**src/logic/smq_pkg.sv**
```systemverilog
// Shared constants and types for the status enable and message queue block.
//
// Function
// - Standard mask accepts 0..255, query returns it.
// - Operation mask accepts 0..65535, query returns it.
// - Measurement and questionable masks accept 0..65535 likewise.
// - Reset and preset zero masks; clear-status keeps.
// - Writing zero clears that whole mask.
// - Every query response goes into output queue.
// - Output queue data sets message-available flag.
// - Reading output queue removes that message.
// - Empty output queue clears message-available flag.
// - Admitted error message sets error-available flag.
// - Empty error queue clears error-available flag.
// - Error queue holds at most ten entries.
// - Error read returns oldest entry, then removes it.
// - Filling queue stores overflow code 350 last.
// - Empty error queue read returns code 0.
// - Entry codes are signed; sign tells origin.
// - Reset admits error messages, excludes status messages.
// - Enable lists exact set; disable removes listed.
// - List holds codes, ranges; empty enable blocks all.
// - Reset, clear-status, queue-clear empty queue; preset keeps.
// - Clear-status and preset keep enabled code set.
// - Event AND mask forms register summary bit.
// - Message-available flag sits at status bit 4.
package smq_pkg;

   localparam int ERR_DEPTH  = 10;
   localparam int OUT_DEPTH  = 16;
   localparam int LIST_DEPTH = 8;
   localparam int WORD_W     = 32;
   localparam int CODE_W     = 16;
   localparam int TEXT_W     = 8;
   localparam int ERR_W      = CODE_W + TEXT_W;

   localparam logic [31:0] STD_MAX   = 32'h0000_00FF;
   localparam logic [31:0] REG16_MAX = 32'h0000_FFFF;

   localparam logic [7:0]  STD_MASK_RST = 8'h00;
   localparam logic [15:0] REG16_RST    = 16'h0000;
   localparam logic        BASE_ERR_RST = 1'b1;
   localparam logic        BASE_STA_RST = 1'b0;

   localparam logic signed [15:0] CODE_OVF   = 16'sh015E;
   localparam logic signed [15:0] CODE_NOERR = 16'sh0000;
   localparam logic [7:0]         TEXT_OVF   = 8'h01;
   localparam logic [7:0]         TEXT_NOERR = 8'h00;

   localparam int STB_MAV_BIT = 4;
   localparam int STB_EAV_BIT = 2;

   localparam int SUM_STD  = 0;
   localparam int SUM_OPER = 1;
   localparam int SUM_MEAS = 2;
   localparam int SUM_QUES = 3;

   typedef enum logic [3:0] {
      CMD_WR_STD     = 4'h0,
      CMD_RD_STD     = 4'h1,
      CMD_WR_OPER    = 4'h2,
      CMD_RD_OPER    = 4'h3,
      CMD_WR_MEAS    = 4'h4,
      CMD_RD_MEAS    = 4'h5,
      CMD_WR_QUES    = 4'h6,
      CMD_RD_QUES    = 4'h7,
      CMD_QUE_READ   = 4'h8,
      CMD_QUE_CLEAR  = 4'h9,
      CMD_CLS        = 4'hA,
      CMD_PRESET     = 4'hB,
      CMD_QEN_START  = 4'hC,
      CMD_QDIS_START = 4'hD,
      CMD_QLIST_ITEM = 4'hE
   } smq_cmd_t;

   typedef struct packed {
      logic               valid;
      logic               allow;
      logic signed [15:0] lo;
      logic signed [15:0] hi;
   } smq_range_t;

endpackage : smq_pkg

```
**src/logic/smq_fifo_if.sv**
```systemverilog
// Push and pop carrier between the queue owner and a FIFO.
`timescale 1ns/100ps
`default_nettype none
interface smq_fifo_if #(parameter int W = 32, parameter int D = 8);
   localparam int CW = $clog2(D + 1);
   logic          push;
   logic [W-1:0]  wdata;
   logic          pop;
   logic          clear;
   logic [W-1:0]  rdata;
   logic [CW-1:0] count;
   logic          full;
   logic          empty;
   modport fifo (input push, wdata, pop, clear, output rdata, count, full, empty);
   modport user (output push, wdata, pop, clear, input rdata, count, full, empty);
endinterface : smq_fifo_if
`default_nettype wire

```
**src/logic/smq_fifo.sv**
```systemverilog
// First-in first-out store with synchronous clear, used for both queues.
`timescale 1ns/100ps
`default_nettype none
module smq_fifo #(
   parameter int W = 32,
   parameter int D = 8
) (
   input wire logic i_core_clk,
   input wire logic i_rst,
   smq_fifo_if.fifo port
);
   localparam int PW = (D > 1) ? $clog2(D) : 1;
   localparam int CW = $clog2(D + 1);

   typedef struct packed {
      logic [D-1:0][W-1:0] mem;
      logic [PW-1:0]       rd;
      logic [PW-1:0]       wr;
      logic [CW-1:0]       cnt;
   } smq_fifo_st_t;

   smq_fifo_st_t q;
   smq_fifo_st_t d;
   logic         do_push;
   logic         do_pop;

   function automatic logic [PW-1:0] step(input logic [PW-1:0] p);
      return (p == PW'(D - 1)) ? '0 : PW'(p + 1'b1);
   endfunction : step

   always_comb begin
      do_pop  = port.pop && (q.cnt != '0) && !port.clear;
      do_push = port.push && (port.clear || (q.cnt != CW'(D)));
      d = q;
      if (port.clear) begin
         d.rd  = '0;
         d.wr  = '0;
         d.cnt = '0;
      end else if (do_pop) begin
         d.rd  = step(q.rd);
         d.cnt = CW'(q.cnt - 1'b1);
      end
      if (do_push) begin
         d.mem[d.wr] = port.wdata;
         d.wr        = step(d.wr);
         d.cnt       = CW'(d.cnt + 1'b1);
      end
   end

   always_ff @(posedge i_core_clk or posedge i_rst) begin
      if (i_rst) begin
         q <= '0;
      end else begin
         q <= d;
      end
   end

   assign port.rdata = q.mem[q.rd];
   assign port.count = q.cnt;
   assign port.full  = (q.cnt == CW'(D));
   assign port.empty = (q.cnt == '0);
endmodule : smq_fifo
`default_nettype wire

```
**src/logic/smq_top.sv**
```systemverilog
// Enable masks, output queue and filtered error queue of the status block.
`timescale 1ns/100ps
`default_nettype none
module smq_top #(
   parameter int ERR_DEPTH  = smq_pkg::ERR_DEPTH,
   parameter int OUT_DEPTH  = smq_pkg::OUT_DEPTH,
   parameter int LIST_DEPTH = smq_pkg::LIST_DEPTH
) (
   input  wire logic               i_core_clk,
   input  wire logic               i_rst,
   input  wire logic               i_cmd_valid,
   input  wire smq_pkg::smq_cmd_t  i_cmd_op,
   input  wire logic [31:0]        i_cmd_data,
   output logic                    o_cmd_ready,
   input  wire logic               i_talk_rd,
   output logic                    o_talk_valid,
   output logic [31:0]             o_talk_data,
   input  wire logic               i_msg_valid,
   input  wire logic signed [15:0] i_msg_code,
   input  wire logic [7:0]         i_msg_text,
   input  wire logic               i_msg_is_status,
   input  wire logic [7:0]         i_std_event,
   input  wire logic [15:0]        i_oper_event,
   input  wire logic [15:0]        i_meas_event,
   input  wire logic [15:0]        i_ques_event,
   output logic [3:0]              o_event_summary,
   output logic [7:0]              o_status_byte
);
   import smq_pkg::*;

   localparam int ECW = $clog2(ERR_DEPTH + 1);
   localparam int LCW = $clog2(LIST_DEPTH + 1);

   typedef struct packed {
      logic [7:0]                  std_mask;
      logic [15:0]                 oper_mask;
      logic [15:0]                 meas_mask;
      logic [15:0]                 ques_mask;
      logic                        base_err;
      logic                        base_sta;
      logic                        list_allow;
      smq_range_t [LIST_DEPTH-1:0] list;
      logic [LCW-1:0]              list_cnt;
      logic [3:0]                  summ;
   } smq_state_t;

   smq_state_t         q;
   smq_state_t         d;
   logic               is_query;
   logic               accept;
   logic [ECW-1:0]     err_cnt_eff;
   logic signed [15:0] code_a;
   logic signed [15:0] code_b;

   smq_fifo_if #(.W(WORD_W), .D(OUT_DEPTH)) oq ();
   smq_fifo_if #(.W(ERR_W),  .D(ERR_DEPTH)) eq ();

   smq_fifo #(.W(WORD_W), .D(OUT_DEPTH)) u_out_queue (
      .i_core_clk (i_core_clk),
      .i_rst      (i_rst),
      .port       (oq.fifo)
   );

   smq_fifo #(.W(ERR_W), .D(ERR_DEPTH)) u_err_queue (
      .i_core_clk (i_core_clk),
      .i_rst      (i_rst),
      .port       (eq.fifo)
   );

   // Last matching list entry decides; otherwise the class default applies.
   function automatic logic admits(input smq_state_t s, input logic signed [15:0] code,
                                   input logic is_sta);
      logic r;
      r = is_sta ? s.base_sta : s.base_err;
      for (int i = 0; i < LIST_DEPTH; i++) begin
         if (s.list[i].valid && (code >= s.list[i].lo) && (code <= s.list[i].hi)) begin
            r = s.list[i].allow;
         end
      end
      return r;
   endfunction : admits

   always_comb begin
      is_query    = (i_cmd_op inside {CMD_RD_STD, CMD_RD_OPER, CMD_RD_MEAS, CMD_RD_QUES,
                                      CMD_QUE_READ});
      o_cmd_ready = !(is_query && oq.full);
      accept      = i_cmd_valid && o_cmd_ready;
   end

   always_comb begin
      d           = q;
      code_a      = signed'(i_cmd_data[15:0]);
      code_b      = signed'(i_cmd_data[31:16]);
      oq.push     = 1'b0;
      oq.wdata    = '0;
      oq.pop      = i_talk_rd && !oq.empty;
      oq.clear    = 1'b0;
      eq.push     = 1'b0;
      eq.wdata    = '0;
      eq.pop      = 1'b0;
      eq.clear    = 1'b0;
      d.summ[SUM_STD]  = |(i_std_event & q.std_mask);
      d.summ[SUM_OPER] = |(i_oper_event & q.oper_mask);
      d.summ[SUM_MEAS] = |(i_meas_event & q.meas_mask);
      d.summ[SUM_QUES] = |(i_ques_event & q.ques_mask);
      if (accept) begin
         unique case (i_cmd_op)
            CMD_WR_STD: begin
               if (i_cmd_data <= STD_MAX) begin
                  d.std_mask = i_cmd_data[7:0];
               end
            end
            CMD_WR_OPER: begin
               if (i_cmd_data <= REG16_MAX) begin
                  d.oper_mask = i_cmd_data[15:0];
               end
            end
            CMD_WR_MEAS: begin
               if (i_cmd_data <= REG16_MAX) begin
                  d.meas_mask = i_cmd_data[15:0];
               end
            end
            CMD_WR_QUES: begin
               if (i_cmd_data <= REG16_MAX) begin
                  d.ques_mask = i_cmd_data[15:0];
               end
            end
            CMD_RD_STD: begin
               oq.push  = 1'b1;
               oq.wdata = {24'h00_0000, q.std_mask};
            end
            CMD_RD_OPER: begin
               oq.push  = 1'b1;
               oq.wdata = {16'h0000, q.oper_mask};
            end
            CMD_RD_MEAS: begin
               oq.push  = 1'b1;
               oq.wdata = {16'h0000, q.meas_mask};
            end
            CMD_RD_QUES: begin
               oq.push  = 1'b1;
               oq.wdata = {16'h0000, q.ques_mask};
            end
            CMD_QUE_READ: begin
               oq.push = 1'b1;
               if (eq.empty) begin
                  oq.wdata = {8'h00, CODE_NOERR, TEXT_NOERR};
               end else begin
                  oq.wdata = {8'h00, eq.rdata};
                  eq.pop   = 1'b1;
               end
            end
            CMD_QUE_CLEAR, CMD_CLS: begin
               eq.clear = 1'b1;
            end
            CMD_PRESET: begin
               d.std_mask  = STD_MASK_RST;
               d.oper_mask = REG16_RST;
               d.meas_mask = REG16_RST;
               d.ques_mask = REG16_RST;
            end
            CMD_QEN_START: begin
               d.base_err   = 1'b0;
               d.base_sta   = 1'b0;
               d.list       = '0;
               d.list_cnt   = '0;
               d.list_allow = 1'b1;
            end
            CMD_QDIS_START: begin
               d.list_allow = 1'b0;
            end
            CMD_QLIST_ITEM: begin
               if (q.list_cnt < LCW'(LIST_DEPTH)) begin
                  d.list[q.list_cnt].valid = 1'b1;
                  d.list[q.list_cnt].allow = q.list_allow;
                  d.list[q.list_cnt].lo    = (code_a < code_b) ? code_a : code_b;
                  d.list[q.list_cnt].hi    = (code_a < code_b) ? code_b : code_a;
                  d.list_cnt               = LCW'(q.list_cnt + 1'b1);
               end
            end
            default: begin
            end
         endcase
      end
      err_cnt_eff = eq.clear ? '0 : eq.count;
      if (i_msg_valid && admits(q, i_msg_code, i_msg_is_status)
          && (err_cnt_eff < ECW'(ERR_DEPTH))) begin
         eq.push = 1'b1;
         if (err_cnt_eff == ECW'(ERR_DEPTH - 1)) begin
            eq.wdata = {CODE_OVF, TEXT_OVF};
         end else begin
            eq.wdata = {i_msg_code, i_msg_text};
         end
      end
   end

   always_ff @(posedge i_core_clk or posedge i_rst) begin
      if (i_rst) begin
         q          <= '0;
         q.base_err <= BASE_ERR_RST;
         q.base_sta <= BASE_STA_RST;
      end else begin
         q <= d;
      end
   end

   always_comb begin
      o_status_byte              = 8'h00;
      o_status_byte[STB_MAV_BIT] = !oq.empty;
      o_status_byte[STB_EAV_BIT] = !eq.empty;
      o_talk_valid               = !oq.empty;
      o_talk_data                = oq.rdata;
      o_event_summary            = q.summ;
   end
endmodule : smq_top
`default_nettype wire

```
**config.mk**
```make
export PLATFORM = sky130hd
export DESIGN_NAME = smq_top
export DESIGN_NICKNAME = d
export VERILOG_FILES = /design/src/logic/smq_pkg.sv /design/src/logic/smq_fifo_if.sv /design/src/logic/smq_fifo.sv /design/src/logic/smq_top.sv
export SDC_FILE = /design/constraint.sdc
export NUM_CORES = 2
export LEC_CHECK = 0
export BUFFER_PORTS_ARGS = -buffer_cell sky130_fd_sc_hd__buf_2
export CORE_AREA = 5 5 469 286
export CTS_CLUSTER_DIAMETER = 120
export CTS_CLUSTER_SIZE = 10
export DETAILED_ROUTE_END_ITERATION = 7
export DIE_AREA = 0 0 474 291
export PLACE_DENSITY = 0.53
export SLEW_MARGIN = 25
export SYNTH_ARGS = -nofsm -noshare
export SYNTH_HDL_FRONTEND = slang
export SYNTH_SLANG_ARGS = --single-unit
```
**constraint.sdc**
```tcl
create_clock -name i_core_clk -period 43 [get_ports i_core_clk]
set_input_delay 6.45 -clock i_core_clk [delete_from_list [all_inputs] [get_ports i_core_clk]]
set_output_delay 6.45 -clock i_core_clk [all_outputs]
set_load 0.05 [all_outputs]
```
# ---- Word level (Yosys, flattened, before mapping)
# Cells that the tools add are included.
dict set report totals {
  regBits 1115
  in_bits 122
  out_inout_bits 46
  word_cells 269
}
dict set report op_classes {
  n_addsub 9
  order_cmp 29
  n_eq_ne 27
  mux 68
  bitwise 4
  reduce_logical 60
}
# cell n
set op_table {}
lappend op_table {{$bwmux 272} 4}
lappend op_table {{$pmux 276 s2} 1}
lappend op_table {{$bwmux 512} 1}
lappend op_table {{$demux 34 s3} 4}
lappend op_table {{$mux 276} 1}
lappend op_table {{$bwmux 240} 1}
lappend op_table {{$mux 24} 6}
lappend op_table {{$bmux 32 s4} 1}
lappend op_table {{$demux 32 s4} 1}
lappend op_table {{$ge 16x16->1} 8}
lappend op_table {{$le 16x16->1} 8}
lappend op_table {{$pmux 24 s5} 1}
lappend op_table {{$bmux 24 s4} 1}
lappend op_table {{$demux 24 s4} 1}
lappend op_table {{$mux 32} 3}
lappend op_table {{$pmux 16 s2} 3}
lappend op_table {{$mux 16} 4}
lappend op_table {{$and 16x16->16} 3}
lappend op_table {{$eq 4x4->1 const B} 12}
lappend op_table {{$reduce_or 16->1} 3}
lappend op_table {{$mux 4} 10}
lappend op_table {{$mux 34} 1}
lappend op_table {{$mux 33} 1}
lappend op_table {{$le 32x16->1 const B} 1}
lappend op_table {{other kinds (35)} 117}

# ---- Depth between registers and ports, before layout
dict set report logic_depth {
  word_depth 16
  depth_mapped 15
  mapped_depth_nobuf 12
}

# ---- Modules after synthesis
# Synthesis repeated with hierarchy kept, for this count alone.
dict set report unflattened {
  hier_cells 4803
  area_unflattened_um2 56984.7
}
# module instances cells_each area_per_inst_um2 seq_area_each_um2
set by_module_without_submodules {}
lappend by_module_without_submodules {{smq_fifo at u_out_queue} 1 1632 24350.9 13137.6}
lappend by_module_without_submodules {smq_top 1 2389 20846.2 8459.4}
lappend by_module_without_submodules {{smq_fifo at u_err_queue} 1 782 11787.6 6306.0}

# ---- Worst setup path after synthesis
# No wires, ideal clock.
dict set report synth_timing {
  path_kind {input-to-output}
  startpoint {input i_cmd_op[3]}
  endpoint {output o_cmd_ready}
  arrival_ns 7.790
  required_time_ns 36.550
  setup_slack_ns 28.760
  cell_stages 4
  path_buffers 1
  path_cell_list {clkbuf_1 nor2b_1 nor3b_1 o21bai_1}
}
dict set report synth_via {
  elab_chain_cells 4
  word_cells_on_any_way 8
  classes_between {eq/ne: 5; reduce/logical: 3}
}
# element line
set synth_rtl {}
lappend synth_rtl {{from (decl)} smq_top.sv:12} ;# input wire smq_pkg::smq_cmd_t i_cmd_op,
lappend synth_rtl {{$eq 4x1->1 (tied with other cells)} smq_top.sv:84} ;# is_query = (i_cmd_op inside {CMD_RD_STD, CMD_RD_OPER, CMD_RD_MEAS, CMD_RD_QUES,
lappend synth_rtl {{$reduce_bool 5->1 *} smq_top.sv:84}
lappend synth_rtl {{$logic_and 1x1->1 *} smq_top.sv:86} ;# o_cmd_ready = !(is_query && oq.full);
lappend synth_rtl {{$logic_not 1->1 *} smq_top.sv:86}
lappend synth_rtl {{to (decl)} smq_top.sv:14} ;# output logic o_cmd_ready,
# Mark *: on every way between the ends. The rest lies on a longest branch, timed or not.

# ---- Final worst setup path
# Ends and elaborated chain as after synthesis.

==> run_results.csv <==
group,metric,value,unit
run_status,outcome,"completed",
sta,setup-tns-final,0,ps
synth,synth_cell_type_count,83,
clock_tree,clkSinkCount,987,
finish,drive_gt1_frac,0.203,
clock_tree,cts.clk_slew.worst_paths,60,ps
power,pwr-share-seq,0.424,
placed_design,placed_cells,6502,
critical_path,cp-start-kind,"input pin",
synth,synth_top_flop_cell,"dfrtp_1",
critical_path,worst_path_most_repeated_cell,"buf_2",
power,p_int,1750,µW
clock_tree,postCtsSetupBuffers,0,
power,power.share.combinational,0.270,
sta,tightest_slew,1180,ps
die,die_h,291,µm
finish,final_cell_count_no_fill,6636,
power,p_per_area,47.3,nW/µm²
grt,antenna_found_initial,10,
sta,whs,475,ps
die,io_pins,168,
synth,synth_edf_count,0,
power,p_sw_frac,0.354,
sta,finalHoldViolCount,0,
synth,avgSynthCellArea,10.7,µm²
critical_path,cp.required,36550,ps
critical_path,worstRegToRegCells,13,
route,avgRoutedWirePerCell,27.0,µm
synth,yosysSeqAreaShare,0.481,
power,clockPowerShare,0.306,
critical_path,slowest_stage,"nor3b_1",
sta,fin_crit_sh,0.333,
die,num_rows,103,
power,vdd_drop_max,0.0000423,V
sta,fmax,0.0698,GHz
critical_path,worstSetupPathDepth,5,
clock_tree,clock_latency,730,ps
grt,grtUsageTotal,0.258,
min_path,hp-class,"register to register",
min_path,hold_path_depth,2,
critical_path,arrival,7880,ps
synth,netlist_area,51300,µm²
synth,yosysWarnings,0,
sta,period_needed,14330,ps
sta,skew,30.5,ps
clock_tree,postCtsHoldBufs,0,
critical_path,cp-end-kind,"primary output",
placed_design,dp_hpwl,118000,µm
sta,setup_viol,0,
critical_path,crit_family,"simple AND/OR/NAND/NOR gates",
synth,syn_inst,4815,
clock_tree,cts_root_buf,"clkbuf_16",
finish,nets,5290,
power,finalPower,2710,µW
placed_design,gp_congestion,0.910,
power,switchingPower,957,µW
synth,synth_top_area_frac,0.481,
route,route.detailed.drc,0,
sta,rsz0062_at_grt,"no",
finish,syn_to_final_growth,11.5,%
die,core-area,130000,µm²
clock_tree,htreeDepth,3,
critical_path,cp_cell_sequence,"buf_2 -> nor2b_1 -> nor3b_1 -> o21bai_1 -> buf_2",
sta,slew_viol_final,0,
grt,grt_max_degree,169,
grt,grt_pass1_vias,37539,
critical_path,crit_fanout,10,
die,die_x,474,µm
route,drt_iter0_markers,3789,
synth,ys_seq_elements,987,
synth,synth_area_leaders,"dfrtp_1, mux2_2, ha_1",
die,start_util,0.395,
synth,synth_async_sr_flop_share,1.00,
critical_path,worst-path-buf-inv,2,
route,totalWireLength,179000,µm
synth,synth_top_cell_by_area,"dfrtp_1",
critical_path,slowest_delay,410,ps
grt,grt_first_pass_wirelength,264000,µm
grt,globalRouteOverflowTotal,0,
route,ant_nets,0,
critical_path,crit_type,"input pin to primary output",
clock_tree,cts_buffer_depth,3,
route,vias,38668,
run,cap_violations,0,
power,power_leakage,0.0258,µW
placed_design,numPortBuffers,153,
die,die_area,138000,µm²
finish,final_core_util,0.441,
sta,max-slew-margin-rel,0.205,
clock_tree,cts_tree,"built",
clock_tree,cts_inserted_buffers,108,
route,viasPerCell,5.83,
route,dr.pass1.iters,6,
clock_tree,ctsResizeCount,0,
==> power by group through the flow <==
| stage | Clock (µW) | Combinational (µW) | Sequential [µW] |
|---|---|---|---|
| 6_report | 828 | 732 | 1150 |
| 3_5_place_dp | 0 | 728 | 1160 |
| 5_1_grt | 884 | 791 | 1160 |
| 2_1_floorplan | 0 | 524 | 1100 |
| 4_1_cts | 845 | 730 | 1150 |
| 3_3_place_gp | 0 | 717 | 1160 |
==> worst paths after layout <==
path                        startpoint                 end  slack (ps)
max                        i_cmd_op[3]         o_cmd_ready       28670
min                              q[68]               q[68]         470
max reg2reg                     q[187]  u_err_queue.q[140]       37250
min reg2reg                      q[68]               q[68]         470
max in group asynchronous        i_rst    u_out_queue.q[9]       34680
min in group asynchronous        i_rst  u_out_queue.q[277]        5950
==> worst register-to-register path: stages (launching register included) <==
cell and delay, ps:
dfrtp_1 350, inv_1 50, ha_1 280, nand4_1 360
nor3_1 810, o21ai_0 640, nand3_1 250, nand3_1 240
and3_1 260, or4b_1 550, o211a_1 240, buf_4 260
or4_4 920, mux2_1 410
==> synthesized netlist by cell type (10+ instances only) <==
| cell type | count |
|---|---|
| nor3b_2 | 16 |
| o21a_1 | 16 |
| a211oi_1 | 59 |
| nand4_1 | 52 |
| a21boi_0 | 15 |
| nand3_1 | 69 |
| mux4_2 | 96 |
| nand2b_1 | 20 |
| buf_1 | 37 |
| ha_1 | 286 |
| o21ai_0 | 394 |
| inv_1 | 313 |
| a221oi_1 | 39 |
| clkbuf_1 | 262 |
| o211a_1 | 17 |
| a31o_2 | 10 |
| dfrtp_1 | 986 |
| o211ai_1 | 10 |
| o22ai_1 | 10 |
| or2_2 | 12 |
| a21o_1 | 41 |
| nand2_1 | 665 |
| o311a_1 | 15 |
| a21oi_1 | 168 |
| and3_1 | 13 |
| nor3_1 | 23 |
| mux2_2 | 396 |
| nor2b_1 | 33 |
| nor4_1 | 15 |
| mux2i_1 | 115 |
| o31ai_1 | 247 |
| a22o_1 | 13 |
| a22oi_1 | 53 |
| buf_4 | 19 |
| nor2_1 | 132 |
==> cells in the final DEF, fill, tap and decap left out, types with 122 or more instances in the layout <==
cell type,n
dfrtp_1,981
nand2_1,665
mux2_2,396
o21ai_0,394
inv_1,312
ha_1,285
o31ai_1,246
a21oi_1,157
buf_2,153
nor2_1,122
==> metal layers <==
metal	up-vias	share of wire	wire length (µm)	global-route usage
li1	17381	-	-	-
met1	19794	0.50	90100	0.414
met2	1304	0.39	70500	0.344
met3	189	0.084	15100	0.0659
met4	0	0.021	3720	0.0536
met5	-	0	0	0
==> registers in the layout, indices dropped and copies added (netlist names) <==
signal	cells
u_out_queue.q	392
q	334
u_err_queue.q	248
u_out_queue.port.count	5
o_event_summary	4
u_err_queue.port.count	4
==> cell families (layout without fill, tap and decap cells) <==
kind of cell | count (synthesis) | after routing | synth area share
AOI/OAI and AO/OA | 1169 | 1169 | 0.148
and+or+nand+nor | 1104 | 1104 | 0.0972
DFF | 987 | 987 | 0.481
buffers and inverters | 643 | 718 | 0.0491
muxes | 609 | 609 | 0.152
adders and majority gates | 286 | 286 | 0.0697
xor gates and xnor gates | 16 | 16 | 0.00273
other | 1 | 15 | 0.0000731
==> area by class of cell <==
type | count | area (µm²)
fill | 12291 | 72700
clock inverter | 5 | 66.3
multi-input combinational | 3198 | 24500
timing repair buffer | 272 | 1800
antenna | 1 | 2.50
sequential | 987 | 24700
clock buffer | 126 | 2790
tap | 1732 | 2170
inverter | 315 | 1190
==> metrics by stage <==
| stage | setup WS, ps | area, µm² |
|---|---|---|
| 3_3_place_gp | 28850 | 54200 |
| 3_5_place_dp | 28740 | 54300 |
| 5_1_grt | 28610 | 57200 |
| 2_1_floorplan | 8780 | 51400 |
| 4_1_cts | 28740 | 57100 |
| 6_report | 28670 | 57200 |
Power figures use the tool's default switching activity.
